<file path="src/inc/rscp_pkg.sv">
// rscp_pkg: constants of the radio serial control port.
// assumes a 24-bit control word with a 3-bit latch address on top.
package rscp_pkg;
   localparam int WORD_W = 24;
   localparam int ADDR_W = 3;
   localparam int FIELD_W = WORD_W - ADDR_W;
   localparam int FREQ_W = 22;
   localparam int FUNC_W = 13;
   localparam int DEV_W = 8;
   localparam int ACQ_W = 3;
   localparam int ATT_W = 5;

   // latch addresses
   localparam logic [2:0] ADDR_FREQ0 = 3'h0;
   localparam logic [2:0] ADDR_FREQ1 = 3'h1;
   localparam logic [2:0] ADDR_CFG = 3'h2;
   localparam logic [2:0] ADDR_MODE0 = 3'h3;
   localparam logic [2:0] ADDR_MODE1 = 3'h4;
   localparam logic [2:0] ADDR_TEST = 3'h7;

   // field positions inside the 21-bit latch content
   localparam int LNA_LSB = 0;
   localparam int MIX_BIT = 2;
   localparam int IFAMP_BIT = 3;
   localparam int LIM_BIT = 4;
   localparam int RSSI_BIT = 5;
   localparam int ROUTE_BIT = 6;
   localparam int LPF_BIT = 7;
   localparam int SLC_BIT = 8;
   localparam int AMP_LSB = 9;
   localparam int OSC_BIT = 11;
   localparam int LOOP_BIT = 12;
   localparam int DEV_LSB = 13;
   localparam int MODM_BIT = 16;
   localparam int DIV_BIT = 17;
   localparam int ACQ_LSB = 18;

   // codes
   localparam logic [1:0] LNA_ON = 2'h3;
   localparam logic [1:0] AMP_OFF = 2'h0;
   localparam logic [1:0] AMP_ATT10 = 2'h1;
   localparam logic [1:0] AMP_ATT20 = 2'h2;
   localparam logic [1:0] AMP_ATT0 = 2'h3;
   localparam logic [4:0] ATT_10DB = 5'h0a;
   localparam logic [4:0] ATT_20DB = 5'h14;
   localparam logic [4:0] ATT_0DB = 5'h00;

   // power-up value of every latch
   localparam logic [20:0] LATCH_RST = 21'h000000;
endpackage : rscp_pkg

</file>
<file path="src/inc/rscp_word_if.sv">
// rscp_word_if: a received control word and its load pulse.
// assumes both ends run on clk_sys.
`timescale 1ns/10ps
interface rscp_word_if;
   logic [23:0] word;
   logic load;
   modport src (output word, output load);
   modport dst (input word, input load);
endinterface : rscp_word_if

</file>
<file path="src/core/rscp_shifter.sv">
// rscp_shifter: samples the three serial pins and assembles words.
// assumes clk_sys runs several times faster than the serial clock.
`timescale 1ns/10ps
module rscp_shifter
   import rscp_pkg::*;
(
   // system
   input wire logic clk_sys,
   input wire logic reset_n,
   // serial pins
   input wire logic serClk,
   input wire logic serData,
   input wire logic serStrobe,
   // received words
   rscp_word_if.src wordBus
);
   logic [2:0] clkSync_r;
   logic [1:0] dataSync_r;
   logic [2:0] strobeSync_r;
   logic [WORD_W-1:0] shift_r;
   logic [WORD_W-1:0] word_r;
   logic load_r;
   wire clkRise = clkSync_r[1] & ~clkSync_r[2];
   wire strobeRise = strobeSync_r[1] & ~strobeSync_r[2];
   // clock edges while the strobe is up are stray; the host keeps them low
   wire shiftEn = clkRise & ~strobeSync_r[1];

   always_ff @(posedge clk_sys or negedge reset_n)
   begin
      if (!reset_n)
      begin
         clkSync_r <= 3'h0;
         dataSync_r <= 2'h0;
         strobeSync_r <= 3'h0;
      end
      else
      begin
         clkSync_r <= {clkSync_r[1:0], serClk};
         dataSync_r <= {dataSync_r[0], serData};
         strobeSync_r <= {strobeSync_r[1:0], serStrobe};
      end
   end

   // older bits fall off the top, so only the last 24 survive
   always_ff @(posedge clk_sys or negedge reset_n)
   begin
      if (!reset_n)
         shift_r <= 24'h000000;
      else if (shiftEn)
         shift_r <= {shift_r[WORD_W-2:0], dataSync_r[1]};
   end

   always_ff @(posedge clk_sys or negedge reset_n)
   begin
      if (!reset_n)
      begin
         word_r <= 24'h000000;
         load_r <= 1'b0;
      end
      else
      begin
         load_r <= strobeRise;
         if (strobeRise)
            word_r <= shift_r;
      end
   end

   assign wordBus.word = word_r;
   assign wordBus.load = load_r;
endmodule : rscp_shifter

</file>
<file path="src/core/rscp_port.sv">
// rscp_port: latches and mode-0/mode-1 decode of the serial control port.
// assumes the serial pins come straight from an off-chip host.
`timescale 1ns/10ps
// Functional notes
// - sample data on each serial clock rise while strobe is low
// - strobe rise loads word into addressed latch
// - only the last 24 bits are kept
// - port works in active and standby alike
// - address 111 nonzero enters test mode
// - test mode ends on power-up or zero write
// - C word picks divider 256 or 512
// - amplifier level sits in bits 10:9
// - amp codes: off, 10dB, 20dB, 0dB
// - low-noise amp on only for code 11
// - single enable bits: one on, zero off
// - route bit: demodulator or signal strength
// - loop bit powers the loop only; oscillator has its own bit
// - mode pin chooses mode-0 or mode-1 settings
// - demodulator auto-on with limiter, lowpass, route bit zero
module rscp_port
   import rscp_pkg::*;
#(
   parameter int WordBits = WORD_W
)
(
   // system
   input wire logic clk_sys,
   input wire logic reset_n,
   // serial pins
   input wire logic serClk,
   input wire logic serData,
   input wire logic serStrobe,
   // mode select pin
   input wire logic modeSelect,
   // receive chain
   output logic lnaEnable,
   output logic mixerEnable,
   output logic ifAmpEnable,
   output logic limiterEnable,
   output logic signalStrengthEnable,
   output logic dataRouteSelect,
   output logic lowpassAmpEnable,
   output logic slicerEnable,
   output logic demodEnable,
   // transmit and synthesizer
   output logic ampEnable,
   output logic [ATT_W-1:0] ampAttenDb,
   output logic oscillatorEnable,
   output logic loopEnable,
   output logic [FREQ_W-1:0] activeFreq,
   output logic [DEV_W-1:0] deviation,
   output logic divideBy512,
   output logic fskModOff,
   output logic [ACQ_W-1:0] acquisitionGain,
   // test
   output logic testMode
);
   if (WordBits != WORD_W)
   begin : g_badWidth
      $error("control word must be 24 bits");
   end

   rscp_word_if wordBus ();

   // synchronisers and shifting stay free-running: standby never gates them
   rscp_shifter u_shifter (
      .clk_sys(clk_sys),
      .reset_n(reset_n),
      .serClk(serClk),
      .serData(serData),
      .serStrobe(serStrobe),
      .wordBus(wordBus)
   );

   function automatic logic hitLatch(input logic [2:0] a,
                                     input logic [2:0] code);
      hitLatch = (a == code);
   endfunction : hitLatch

   function automatic logic [4:0] attenFor(input logic [1:0] lvl);
      case (lvl)
         AMP_ATT10: attenFor = ATT_10DB;
         AMP_ATT20: attenFor = ATT_20DB;
         AMP_ATT0: attenFor = ATT_0DB;
         default: attenFor = ATT_0DB;
      endcase
   endfunction : attenFor

   logic [1:0] modeSync_r;
   logic [FREQ_W-1:0] freq0_r;
   logic [FREQ_W-1:0] freq1_r;
   logic [FIELD_W-1:0] cfg_r;
   logic [FUNC_W-1:0] mode0FunctionEnables_r;
   logic [FUNC_W-1:0] mode1FunctionEnables_r;
   logic [DEV_W-1:0] dev_r;
   logic [FIELD_W-1:0] test_r;

   // first received bit is bit 23, so the address is the top three
   wire [ADDR_W-1:0] addr = wordBus.word[WORD_W-1:FIELD_W];
   wire [FIELD_W-1:0] content = wordBus.word[FIELD_W-1:0];
   wire wrFreq0 = wordBus.load & hitLatch(addr, ADDR_FREQ0);
   wire wrFreq1 = wordBus.load & hitLatch(addr, ADDR_FREQ1);
   wire wrCfg = wordBus.load & hitLatch(addr, ADDR_CFG);
   wire wrMode0 = wordBus.load & hitLatch(addr, ADDR_MODE0);
   wire wrMode1 = wordBus.load & hitLatch(addr, ADDR_MODE1);
   wire wrTest = wordBus.load & hitLatch(addr, ADDR_TEST);

   // reset_n stands in for power-up; every latch comes up zero
   always_ff @(posedge clk_sys or negedge reset_n)
   begin
      if (!reset_n)
      begin
         freq0_r <= 22'h000000;
         freq1_r <= 22'h000000;
         cfg_r <= LATCH_RST;
         mode0FunctionEnables_r <= 13'h0000;
         mode1FunctionEnables_r <= 13'h0000;
         dev_r <= 8'h00;
         test_r <= LATCH_RST;
      end
      else
      begin
         // word bit 21 is an address bit, so frequency bit 21 reads zero
         if (wrFreq0)
            freq0_r <= FREQ_W'(content);
         if (wrFreq1)
            freq1_r <= FREQ_W'(content);
         if (wrCfg)
            cfg_r <= content;
         if (wrMode0)
         begin
            mode0FunctionEnables_r <= content[FUNC_W-1:0];
            dev_r <= content[DEV_LSB+DEV_W-1:DEV_LSB];
         end
         if (wrMode1)
            mode1FunctionEnables_r <= content[FUNC_W-1:0];
         // only an all-zero write to this latch leaves test mode
         if (wrTest)
            test_r <= content;
      end
   end

   always_ff @(posedge clk_sys or negedge reset_n)
   begin
      if (!reset_n)
         modeSync_r <= 2'h0;
      else
         modeSync_r <= {modeSync_r[0], modeSelect};
   end

   wire [FUNC_W-1:0] fn = modeSync_r[1] ? mode1FunctionEnables_r
                                        : mode0FunctionEnables_r;
   wire [FREQ_W-1:0] freqSel = modeSync_r[1] ? freq1_r : freq0_r;
   wire [1:0] ampLvl = fn[AMP_LSB+1:AMP_LSB];
   wire lnaNxt = (fn[LNA_LSB+1:LNA_LSB] == LNA_ON);
   wire ampNxt = (ampLvl != AMP_OFF);
   wire demodNxt = fn[LIM_BIT] & fn[LPF_BIT] & ~fn[ROUTE_BIT];

   // outputs all leave from flops, one cycle behind the latches
   always_ff @(posedge clk_sys or negedge reset_n)
   begin
      if (!reset_n)
      begin
         lnaEnable <= 1'b0;
         mixerEnable <= 1'b0;
         ifAmpEnable <= 1'b0;
         limiterEnable <= 1'b0;
         signalStrengthEnable <= 1'b0;
         dataRouteSelect <= 1'b0;
         lowpassAmpEnable <= 1'b0;
         slicerEnable <= 1'b0;
         demodEnable <= 1'b0;
         ampEnable <= 1'b0;
         ampAttenDb <= 5'h00;
         oscillatorEnable <= 1'b0;
         loopEnable <= 1'b0;
         activeFreq <= 22'h000000;
         deviation <= 8'h00;
         divideBy512 <= 1'b0;
         fskModOff <= 1'b0;
         acquisitionGain <= 3'h0;
         testMode <= 1'b0;
      end
      else
      begin
         lnaEnable <= lnaNxt;
         mixerEnable <= fn[MIX_BIT];
         ifAmpEnable <= fn[IFAMP_BIT];
         limiterEnable <= fn[LIM_BIT];
         signalStrengthEnable <= fn[RSSI_BIT];
         dataRouteSelect <= fn[ROUTE_BIT];
         lowpassAmpEnable <= fn[LPF_BIT];
         slicerEnable <= fn[SLC_BIT];
         demodEnable <= demodNxt;
         ampEnable <= ampNxt;
         ampAttenDb <= attenFor(ampLvl);
         oscillatorEnable <= fn[OSC_BIT];
         loopEnable <= fn[LOOP_BIT];
         activeFreq <= freqSel;
         deviation <= dev_r;
         divideBy512 <= cfg_r[DIV_BIT];
         fskModOff <= cfg_r[MODM_BIT];
         acquisitionGain <= cfg_r[ACQ_LSB+ACQ_W-1:ACQ_LSB];
         testMode <= |test_r;
      end
   end
endmodule : rscp_port

</file>
<file path="config.mk">
export PLATFORM = sky130hd
export DESIGN_NAME = rscp_port
export DESIGN_NICKNAME = d
export VERILOG_FILES = /design/src/inc/rscp_pkg.sv /design/src/inc/rscp_word_if.sv /design/src/core/rscp_shifter.sv /design/src/core/rscp_port.sv
export SDC_FILE = /design/constraint.sdc
export NUM_CORES = 1
export LEC_CHECK = 0
export ABC_AREA = 1
export BUFFER_PORTS_ARGS = -buffer_cell sky130_fd_sc_hd__clkbuf_2
export CORE_MARGIN = 5
export CORE_UTILIZATION = 43
export CTS_BUF_LIST = sky130_fd_sc_hd__clkbuf_16
export DETAILED_ROUTE_END_ITERATION = 16
export PLACE_DENSITY = 0.63
export SYNTH_ARGS = -nofsm -noshare
export SYNTH_HDL_FRONTEND = slang
export SYNTH_SLANG_ARGS = --single-unit
</file>
<file path="constraint.sdc">
create_clock -name clk_sys -period 2.63 [get_ports clk_sys]
set_input_delay 0.6575 -clock clk_sys [delete_from_list [all_inputs] [get_ports clk_sys]]
set_output_delay 0.6575 -clock clk_sys [all_outputs]
set_load 0.01 [all_outputs]
</file>
==> flow_metrics.py, run 1 <==
metrics = {
    "cts": {
        "cts.sinks": 210,
        "cts_tree": "yes",
        "clk_pin_slew_ps": 60,
        "cts-root-buf": "clkbuf_16",
        "hold_buffers": 0,
        "clock_path_buffers": 3,
        "cts_resized": 0,
        "h-tree-depth": 1,
        "worstSkewPairLatency_ps": 500,
        "cts_buffers": 23,
        "cts_setup_buffers": 0,
    },
    "yosys": {
        "synth-main-ff-cell": "dfrtp_1",
        "syn_area_per_cell_sq_um": 9.79,
        "yosys.area_share.simple": 0.184,
        "synthXorXnorAreaFrac": 0,
        "synth_cell_types": 22,
        "synth_warnings": 0,
        "syn_area_sq_um": 7790,
        "synthAdderAreaFrac": 0,
        "ys_seq_area_frac": 0.675,
        "ys_seq_elements": 210,
        "synth-async-reset-ratio": 1.00,
        "synth-compound-area-share": 0.0803,
        "synthMuxAreaShare": 0,
        "synth_edf_count": 0,
        "synth_top_family_by_area": "simple AND/OR/NAND/NOR gates",
        "postSynthCellCount": 796,
    },
    "pwr": {
        "switching_power_mw": 1.54,
        "switching_share": 0.231,
        "power_frac_seq": 0.513,
        "combinationalPowerShare": 0.045,
        "peakVddDrop_uv": 536,
        "internal_power_mw": 5.12,
        "leakage_nw": 4.63,
        "p_clk_frac": 0.441,
        "power_density_nw_per_um2": 742,
    },
    "route": {
        "drcViolationCount": 0,
        "vias_per_cell": 4.81,
        "vias": 5238,
        "first_pass_iters": 4,
        "wl_per_cell_um": 13.9,
        "drt_iter0_drc": 337,
        "drt-total-wl_um": 15200,
        "ant_nets": 0,
    },
    "sta": {
        "clock_skew_ps": 13.7,
        "finalSetupTns_ps": 0,
        "fin_ws_ps": 774,
        "finalSetupViolCount": 0,
        "slew_violations": 0,
        "tightestPinTransition_ps": 755,
        "slew-limit-headroom": 0.496,
        "fin_crit_sh": 0.706,
        "hold_viol": 0,
        "fmax_mhz": 539,
        "hold_slack_ps": 151,
        "rsz0062_at_grt": "no",
        "layout_min_cycle_time_ps": 1860,
    },
    "place": {
        "hpwl_um": 9480,
        "io_buffers": 56,
        "place.gp.congestion": 0.736,
        "dpl.cell_count": 1050,
        "place_ws_ps": 783,
    },
    "cells_and_area": {
        "antennaDiodeCount": 0,
        "finalNetCount": 852,
        "layout.cells.non_filler": 1090,
        "drive_gt1_frac": 0.131,
        "area_growth_pct": 15.1,
    },
    "grt": {
        "grt_max_degree": 59,
        "antenna_found_initial": 0,
        "overflow": 0,
        "grt.total_usage": 0.151,
        "grt_pass1_wl_um": 25600,
        "grt_pass1_vias": 5084,
    },
    "setup_path": {
        "crit_top_cell": "nand2_2",
        "cp_top_family": "simple AND/OR/NAND/NOR gates",
        "max_stage_delay_ps": 540,
        "rr_startpoint": "u_shifter.wordBus.word[22]$_DFFE_PN0P_",
        "reg2regPathDepth": 5,
        "worstPathRequired_ps": 2980,
        "critical_path_buf_inv_count": 1,
        "arrival_ps": 2200,
        "cpMaxStageDelayCell": "dfrtp_1",
        "end_kind": "flip-flop",
        "crit_type": "flip-flop to flip-flop",
        "cp-endpoint": "mode0FunctionEnables_r[6]$_DFFE_PN0P_",
        "crit_fanout": 42,
        "crit_chain": "nand2_2 > inv_2 > nand2_2 > nand2_1 > o21ai_1",
        "rrSetupSlack_ps": 770,
        "reg2reg_to": "mode0FunctionEnables_r[6]$_DFFE_PN0P_",
        "startpoint": "u_shifter.wordBus.word[22]$_DFFE_PN0P_",
        "cp.depth": 5,
        "cp-start-kind": "flip-flop",
    },
    "floorplanning": {
        "row_count": 49,
        "dieArea_sq_um": 20900,
        "start_util": 0.435,
        "io_pins": 59,
        "die_w_um": 145,
        "coreArea_sq_um": 17900,
        "die-height_um": 145,
    },
    "flow_run": {
        "drv_cap": 0,
    },
    "run_status": {
        "outcome": "completed",
    },
    "min_path": {
        "min_path_type": "input port to asynchronous set/reset pin",
    },
}
-- flip-flops by register name, indices dropped and copies added, names as in the netlist, 2 cells and up --
name                    flops
u_shifter.wordBus.word     24
modeSync_r                  2
u_shifter.shift_r          24
u_shifter.strobeSync_r      3
mode1FunctionEnables_r     13
deviation                   8
activeFreq                 21
test_r                     21
freq0_r                    21
u_shifter.clkSync_r         3
ampAttenDb                  2
freq1_r                    21
mode0FunctionEnables_r     13
acquisitionGain             3
u_shifter.dataSync_r        2
cfg_r                       5
dev_r                       8
-- worst min-delay path by stage --
stage | from | end | slack (ps) | cells after the start
after CTS | reset_n | u_shifter.shift_r[2]$_DFFE_PN0P_ | 160 | 1
after global placement | u_shifter.dataSync_r[0]$_DFF_PN0_ | u_shifter.dataSync_r[1]$_DFF_PN0_ | 330 | 0
after floorplan | modeSync_r[0]$_DFF_PN0_ | modeSync_r[1]$_DFF_PN0_ | 330 | 0
after detailed placement | u_shifter.dataSync_r[0]$_DFF_PN0_ | u_shifter.dataSync_r[1]$_DFF_PN0_ | 340 | 0
final | reset_n | u_shifter.shift_r[2]$_DFFE_PN0P_ | 150 | 1
after global routing | reset_n | test_r[10]$_DFFE_PN0P_ | 170 | 1
-- power by group through the flow --
stage	sequential (mW)	clock (mW)	combinational, mW
after floorplan	3.46	0	0.158
after detailed placement	3.48	0	0.312
after CTS	3.42	3.02	0.313
final	3.42	2.94	0.303
after global routing	3.43	3.18	0.356
after global placement	3.47	0	0.306
-- cell usage after synthesis, types with 2 or more instances --
library cell / instances / area share
inv_2: 2 / 0.00096
nand2_2: 3 / 0.0024
nand4_1: 26 / 0.021
clkbuf_1: 16 / 0.0077
buf_4: 9 / 0.0087
o21ai_1: 36 / 0.023
buf_2: 20 / 0.013
nor2_1: 15 / 0.0072
o21ai_0: 89 / 0.057
nor2_4: 2 / 0.0029
nand2_1: 297 / 0.14
nand3_1: 5 / 0.0032
inv_1: 58 / 0.028
dfrtp_1: 210 / 0.67
-- cell usage in the layout, fill, tap and decap left out, drive strengths merged --
cell        n
nand2     300
dfrtp     210
o21ai     125
clkbuf     79
inv        66
nand4      26
nor2       18
buf        15
clkinv      9
nand3       6
conb        2
or2         2
nand3b      1
bufinv      1
clkinvlp    1
-- per-stage QoR --
stage / util / total power, mW / cell area, sq um
final: 0.501 / 6.66 / 8970
after global routing: 0.501 / 6.96 / 8970
after CTS: 0.501 / 6.76 / 8970
after detailed placement: 0.462 / 3.79 / 8280
after global placement: 0.462 / 3.78 / 8280
after floorplan: - / 3.62 / 7790
-- kinds of logic (layout without fill, tap and decap cells) --
| kind of cell | count (synthesis) | after routing |
|---|---|---|
| and+or+nand+nor | 353 | 353 |
| AOI/OAI and AO/OA | 125 | 125 |
| buffers and inverters | 107 | 171 |
| other | 1 | 2 |
| DFF | 210 | 210 |
-- final cells by class --
cell class                      instances  area [sq um]
Multi-Input combinational cell        480          2070
Fill cell                            1684          8930
Clock inverter                         17           116
Clock buffer                           23           576
Tap cell                              229           287
Sequential cell                       210          5260
Timing Repair Buffer                   71           439
Inverter                               60           225
-- worst reg2reg max path, cell delays in order, from the launching register on --
cell and delay [ps]:
dfrtp_1 540, nand2_2 310, inv_2 120, nand2_2 420
nand2_1 230, o21ai_1 90
-- per-layer routing --
layer  share of wire  vias to the layer above  global-route usage
li1                -                     2613                   -
met1            0.47                     2517               0.215
met2            0.46                       86               0.239
met3           0.051                       22              0.0314
met4           0.016                        0              0.0363
met5               0                        -                   0
Note: power is estimated with default switching activity, not from simulation.
==> run 2: changes to the inputs <==
- clock period: 2.63 -> 1.83 ns (I/O delays scaled with it)
==> run 2 against run 1 <==
Flip-flop and latch count unchanged. Setup slack worse by 390 ps. Global-route usage fell by 0.26 points. Clock power grew 40%. Power grew 42%. Worst hold slack lost 90 ps. Count of clock-buffer cells in the layout did not move. Cell area rose by 0.56%. Sequential power up 44%. Die area unchanged. Clock skew is 0.77 ps higher. Register-to-register slack got worse by 380 ps. Largest cell class unchanged.
==> flow_metrics.py, run 2 (same netlist as run 1, synthesis figures left out) <==
metrics = {
    "run_status": {
        "outcome": "completed",
    },
    "cells_and_area": {
        "fill_cells": 1662,
        "drive_gt1_frac": 0.134,
        "area_growth_pct": 15.8,
        "antennaDiodeCount": 0,
        "fin_util": 0.504,
        "design_area_sq_um": 9020,
        "layout_common_cells": "nand2_1 (297), dfrtp_1 (210), o21ai_0 (89)",
        "final_common_cell": "nand2_1",
        "finalNetCount": 858,
    },
    "grt": {
        "grt_max_degree": 70,
        "grt_pass1_vias": 5079,
        "overflow": 0,
        "antenna_found_initial": 0,
        "grt_pass1_wl_um": 25300,
        "grt.total_usage": 0.148,
    },
    "cts": {
        "clk_pin_slew_ps": 60,
        "cts.sinks": 210,
        "cts_tree": "yes",
        "clock_path_buffers": 3,
        "cts-root-buf": "clkbuf_16",
        "h-tree-depth": 1,
        "worstSkewPairLatency_ps": 500,
        "cts_buffers": 22,
    },
    "setup_path": {
        "crit_chain": "clkbuf_2",
        "end_kind": "primary output",
        "arrival_ps": 990,
        "max_stage_delay_ps": 370,
        "crit_type": "flip-flop to primary output",
        "worstPathRequired_ps": 1370,
        "cpMaxStageDelayCell": "dfrtp_1",
        "cp_top_family": "flip-flops",
        "crit_fanout": 1,
        "cp-start-kind": "flip-flop",
        "critical_path_buf_inv_count": 1,
    },
    "place": {
        "hpwl_um": 9490,
        "placed_cell_area_sq_um": 8330,
        "place.gp.congestion": 0.759,
        "io_buffers": 56,
    },
    "floorplanning": {
        "die_w_um": 145,
        "dieArea_sq_um": 20900,
        "coreArea_sq_um": 17900,
        "die-height_um": 145,
        "row_count": 49,
        "start_util": 0.435,
        "io_pins": 59,
    },
    "pwr": {
        "power_density_nw_per_um2": 1050,
        "p_clk_frac": 0.435,
        "switching_share": 0.226,
        "power_frac_seq": 0.519,
        "report.power.total_mw": 9.47,
        "leakage_nw": 4.66,
        "internal_power_mw": 7.33,
        "combinationalPowerShare": 0.046,
        "peakVddDrop_uv": 668,
        "switching_power_mw": 2.14,
    },
    "sta": {
        "hold_viol": 0,
        "finalSetupTns_ps": 0,
        "rsz0062_at_grt": "no",
        "finalSetupViolCount": 0,
        "fin_crit_sh": 0.791,
        "clock_skew_ps": 14.5,
        "hold_slack_ps": 60.9,
        "slew_violations": 0,
        "layout_min_cycle_time_ps": 1450,
        "fmax_mhz": 691,
    },
    "route": {
        "drt-total-wl_um": 14700,
        "vias_per_cell": 4.69,
        "wl_per_cell_um": 13.4,
        "drt_iter0_drc": 354,
        "drcViolationCount": 0,
        "first_pass_iters": 4,
        "ant_nets": 0,
        "vias": 5149,
    },
    "min_path": {
        "min_path_type": "input port to flip-flop",
    },
    "flow_run": {
        "drv_cap": 0,
    },
}
run 2: changes by cell type in the layout (fill, tap and decap cells not counted), sizes merged:
cell         previous run  this run
buf                    15        21
dlygate4sd3             0         1
run 2: final timing paths:
kind                                                          end  slack, ps                                   start  cells past startpoint
max                                            acquisitionGain[2]        380            acquisitionGain[2]$_DFF_PN0_                      1
min                              u_shifter.clkSync_r[0]$_DFF_PN0_         60                                  serClk                      1
max reg2reg                mode1FunctionEnables_r[11]$_DFFE_PN0P_        390  u_shifter.wordBus.word[22]$_DFFE_PN0P_                      3
min reg2reg                   u_shifter.strobeSync_r[1]$_DFF_PN0_        350     u_shifter.strobeSync_r[0]$_DFF_PN0_                      0
max in group asynchronous                   demodEnable$_DFF_PN0_        740                                 reset_n                      3
min in group asynchronous        u_shifter.shift_r[4]$_DFFE_PN0P_        440                                 reset_n                      2
run 2: layer usage:
metal	global-route usage	vias up	part of all wire	wire, um
met5	0	-	0	0
met4	0.0403	0	0.020	297
met3	0.0255	24	0.055	811
met2	0.234	94	0.46	6730
met1	0.213	2417	0.47	6850
li1	-	2614	-	-
run 2: worst register-to-register path, stage by stage (launching register included):
cell	delay (ps)
dfrtp_1	490
nor2_2	160
nand3_2	380
o21ai_0	310
run 2: power groups by stage:
stage / combinational, mW / clock [mW] / sequential, mW
CTS: 0.448 / 4.25 / 4.92
global route: 0.514 / 4.43 / 4.94
detailed placement: 0.446 / 0 / 5.00
global placement: 0.438 / 0 / 5.00
floorplan: 0.228 / 0 / 4.97
finish: 0.433 / 4.12 / 4.92
run 2: area by class of cell:
type	instances	area (sq um)	share of cell area
tap	229	287	0.0318
clock buffer	23	576	0.0638
inverter	60	225	0.0250
timing repair buffer	78	507	0.0562
clock inverter	17	98.8	0.0110
multi-input combinational	480	2070	0.229
sequential	210	5260	0.583
run 2: metrics by stage:
stage / setup WS [ps] / cells
4_1_cts: 361 / 1097
5_1_grt: 198 / 1097
3_3_place_gp: 432 / 1056
3_5_place_dp: 395 / 1056
2_1_floorplan: 648 / 797
6_report: 383 / 1097
run 2: timing repair:
item / 4_1_cts / 5_1_grt
setup endpoints to repair: 0 / 0
resized for setup: 0 / 0
hold endpoints to repair: 31 / 0
setup buffers: 0 / 0
hold buffers: 1 / 0
==> run 3: changes to the inputs <==
- clock period: 1.83 -> 1.5 ns (I/O delays scaled with it)
==> run 3 against run 2 <==
Clock power grew 23%. Non-clock buffer count grew 9. Global-route usage grew 0.44 points. Count of clock-buffer cells in the layout shrank 2. Flip-flop and latch count is the same. Wire length grew 1.6%. Final cell count grew 0.27%. Core utilization grew 0.77 points. Critical endpoint is now acquisitionGain[1]. Largest cell class unchanged.
==> flow_metrics.py, run 3 (same netlist as run 1, synthesis figures left out) <==
metrics = {
    "place": {
        "place.gp.congestion": 0.760,
        "hpwl_um": 9760,
        "dpl.cell_count": 1061,
        "io_buffers": 56,
    },
    "floorplanning": {
        "io_pins": 59,
        "row_count": 49,
        "dieArea_sq_um": 20900,
        "die-height_um": 145,
        "start_util": 0.435,
        "coreArea_sq_um": 17900,
        "die_w_um": 145,
    },
    "setup_path": {
        "cp-start-kind": "flip-flop",
        "end_kind": "primary output",
        "rrSetupSlack_ps": 170,
        "reg2reg_to": "cfg_r[16]$_DFFE_PN0P_",
        "worstPathRequired_ps": 1120,
        "crit_fanout": 1,
        "cpMaxStageDelayCell": "dfrtp_1",
        "max_stage_delay_ps": 380,
        "rr_startpoint": "u_shifter.wordBus.word[23]$_DFFE_PN0P_",
        "reg2regPathDepth": 5,
        "crit_type": "flip-flop to primary output",
        "critical_path_buf_inv_count": 1,
        "arrival_ps": 980,
        "cp_top_family": "flip-flops",
        "crit_chain": "clkbuf_2",
    },
    "cells_and_area": {
        "drive_gt1_frac": 0.137,
        "area_growth_pct": 17.5,
        "layout_common_cells": "nand2_1 (297), dfrtp_1 (210), o21ai_0 (89)",
        "layout.cells.non_filler": 1100,
        "finalNetCount": 866,
        "final_common_cell": "nand2_1",
        "antennaDiodeCount": 0,
    },
    "cts": {
        "h-tree-depth": 1,
        "cts_setup_buffers": 0,
        "clk_pin_slew_ps": 60,
        "hold_buffers": 5,
        "worstSkewPairLatency_ps": 480,
        "cts_resized": 0,
        "cts-root-buf": "clkbuf_16",
        "cts.sinks": 210,
        "cts_buffers": 21,
        "cts_tree": "yes",
        "clock_path_buffers": 3,
    },
    "pwr": {
        "internal_power_mw": 9.08,
        "combinationalPowerShare": 0.048,
        "power_frac_seq": 0.516,
        "p_clk_frac": 0.436,
        "switching_share": 0.220,
        "peakVddDrop_uv": 869,
        "leakage_nw": 4.71,
        "power_density_nw_per_um2": 1270,
        "switching_power_mw": 2.56,
    },
    "sta": {
        "fin_crit_sh": 0.906,
        "finalSetupTns_ps": 0,
        "rsz0062_at_grt": "no",
        "clock_skew_ps": 7.65,
        "layout_min_cycle_time_ps": 1360,
        "fmax_mhz": 736,
        "hold_slack_ps": 348,
        "finalSetupViolCount": 0,
        "hold_viol": 0,
        "slew_violations": 0,
    },
    "route": {
        "vias": 5229,
        "wl_per_cell_um": 13.6,
        "drt-total-wl_um": 14900,
        "ant_nets": 0,
        "first_pass_iters": 7,
        "drt_iter0_drc": 449,
        "vias_per_cell": 4.75,
        "drcViolationCount": 0,
    },
    "min_path": {
        "whs_path_depth": 0,
        "holdCritStartpoint": "u_shifter.strobeSync_r[0]$_DFF_PN0_",
        "min_path_type": "flip-flop to flip-flop",
        "hold_end": "u_shifter.strobeSync_r[1]$_DFF_PN0_",
    },
    "grt": {
        "grt_pass1_wl_um": 26100,
        "overflow": 0,
        "grt_pass1_vias": 5131,
        "grt.total_usage": 0.153,
        "antenna_found_initial": 0,
        "grt_max_degree": 49,
    },
    "flow_run": {
        "drv_cap": 0,
    },
    "run_status": {
        "outcome": "completed",
    },
}
## run 3: cell types whose count changed in the layout (fill, tap and decap cells not counted), sizes merged
| cell | before | now |
|---|---|---|
| buf | 21 | 26 |
| clkinv | 9 | 5 |
| clkbuf | 79 | 77 |
| inv | 66 | 64 |
| dlygate4sd3 | 1 | 5 |
| bufinv | 1 | 3 |
## run 3: per-stage QoR
| stage | worst slack, ps | power (mW) | cell area, sq um | util |
|---|---|---|---|---|
| floorplan | 318 | 6.35 | 7790 | - |
| global placement | 234 | 6.66 | 8450 | 0.472 |
| detailed placement | 175 | 6.67 | 8450 | 0.472 |
| CTS | 115 | 11.8 | 9160 | 0.511 |
| global route | 49.0 | 12.2 | 9160 | 0.511 |
| finish | 141 | 11.6 | 9160 | 0.511 |
## run 3: metal layers
| layer | up-vias | wire (um) | track usage |
|---|---|---|---|
| met5 | - | 0 | 0 |
| met4 | 0 | 223 | 0.0398 |
| met3 | 19 | 708 | 0.0231 |
| met2 | 90 | 6620 | 0.233 |
| met1 | 2483 | 7380 | 0.230 |
| li1 | 2637 | - | - |
## run 3: power groups by stage
| stage | clock network (mW) | registers [mW] | logic, mW |
|---|---|---|---|
| 2_1_floorplan | 0 | 6.07 | 0.278 |
| 3_3_place_gp | 0 | 6.10 | 0.559 |
| 3_5_place_dp | 0 | 6.10 | 0.567 |
| 4_1_cts | 5.22 | 6.00 | 0.580 |
| 5_1_grt | 5.48 | 6.02 | 0.653 |
| 6_report | 5.08 | 6.00 | 0.562 |
## run 3: worst max-delay path by stage
stage | from | end | slack (ps) | depth (start not counted)
finish | acquisitionGain[1]$_DFF_PN0_ | acquisitionGain[1] | 140 | 1
global route | u_shifter.wordBus.word[23]$_DFFE_PN0P_ | cfg_r[16]$_DFFE_PN0P_ | 50 | 5
CTS | acquisitionGain[1]$_DFF_PN0_ | acquisitionGain[1] | 110 | 1
detailed placement | u_shifter.wordBus.word[23]$_DFFE_PN0P_ | cfg_r[16]$_DFFE_PN0P_ | 170 | 5
global placement | u_shifter.wordBus.word[23]$_DFFE_PN0P_ | cfg_r[18]$_DFFE_PN0P_ | 230 | 5
floorplan | u_shifter.wordBus.word[23]$_DFFE_PN0P_ | freq1_r[16]$_DFFE_PN0P_ | 320 | 6
## run 3: layout make-up
type,count,area (sq um)
Fill cell,1657,8750
Sequential cell,210,5260
Multi-Input combinational cell,480,2070
Timing Repair Buffer,87,659
Clock buffer,21,526
Tap cell,229,287
Inverter,60,225
Clock inverter,13,134
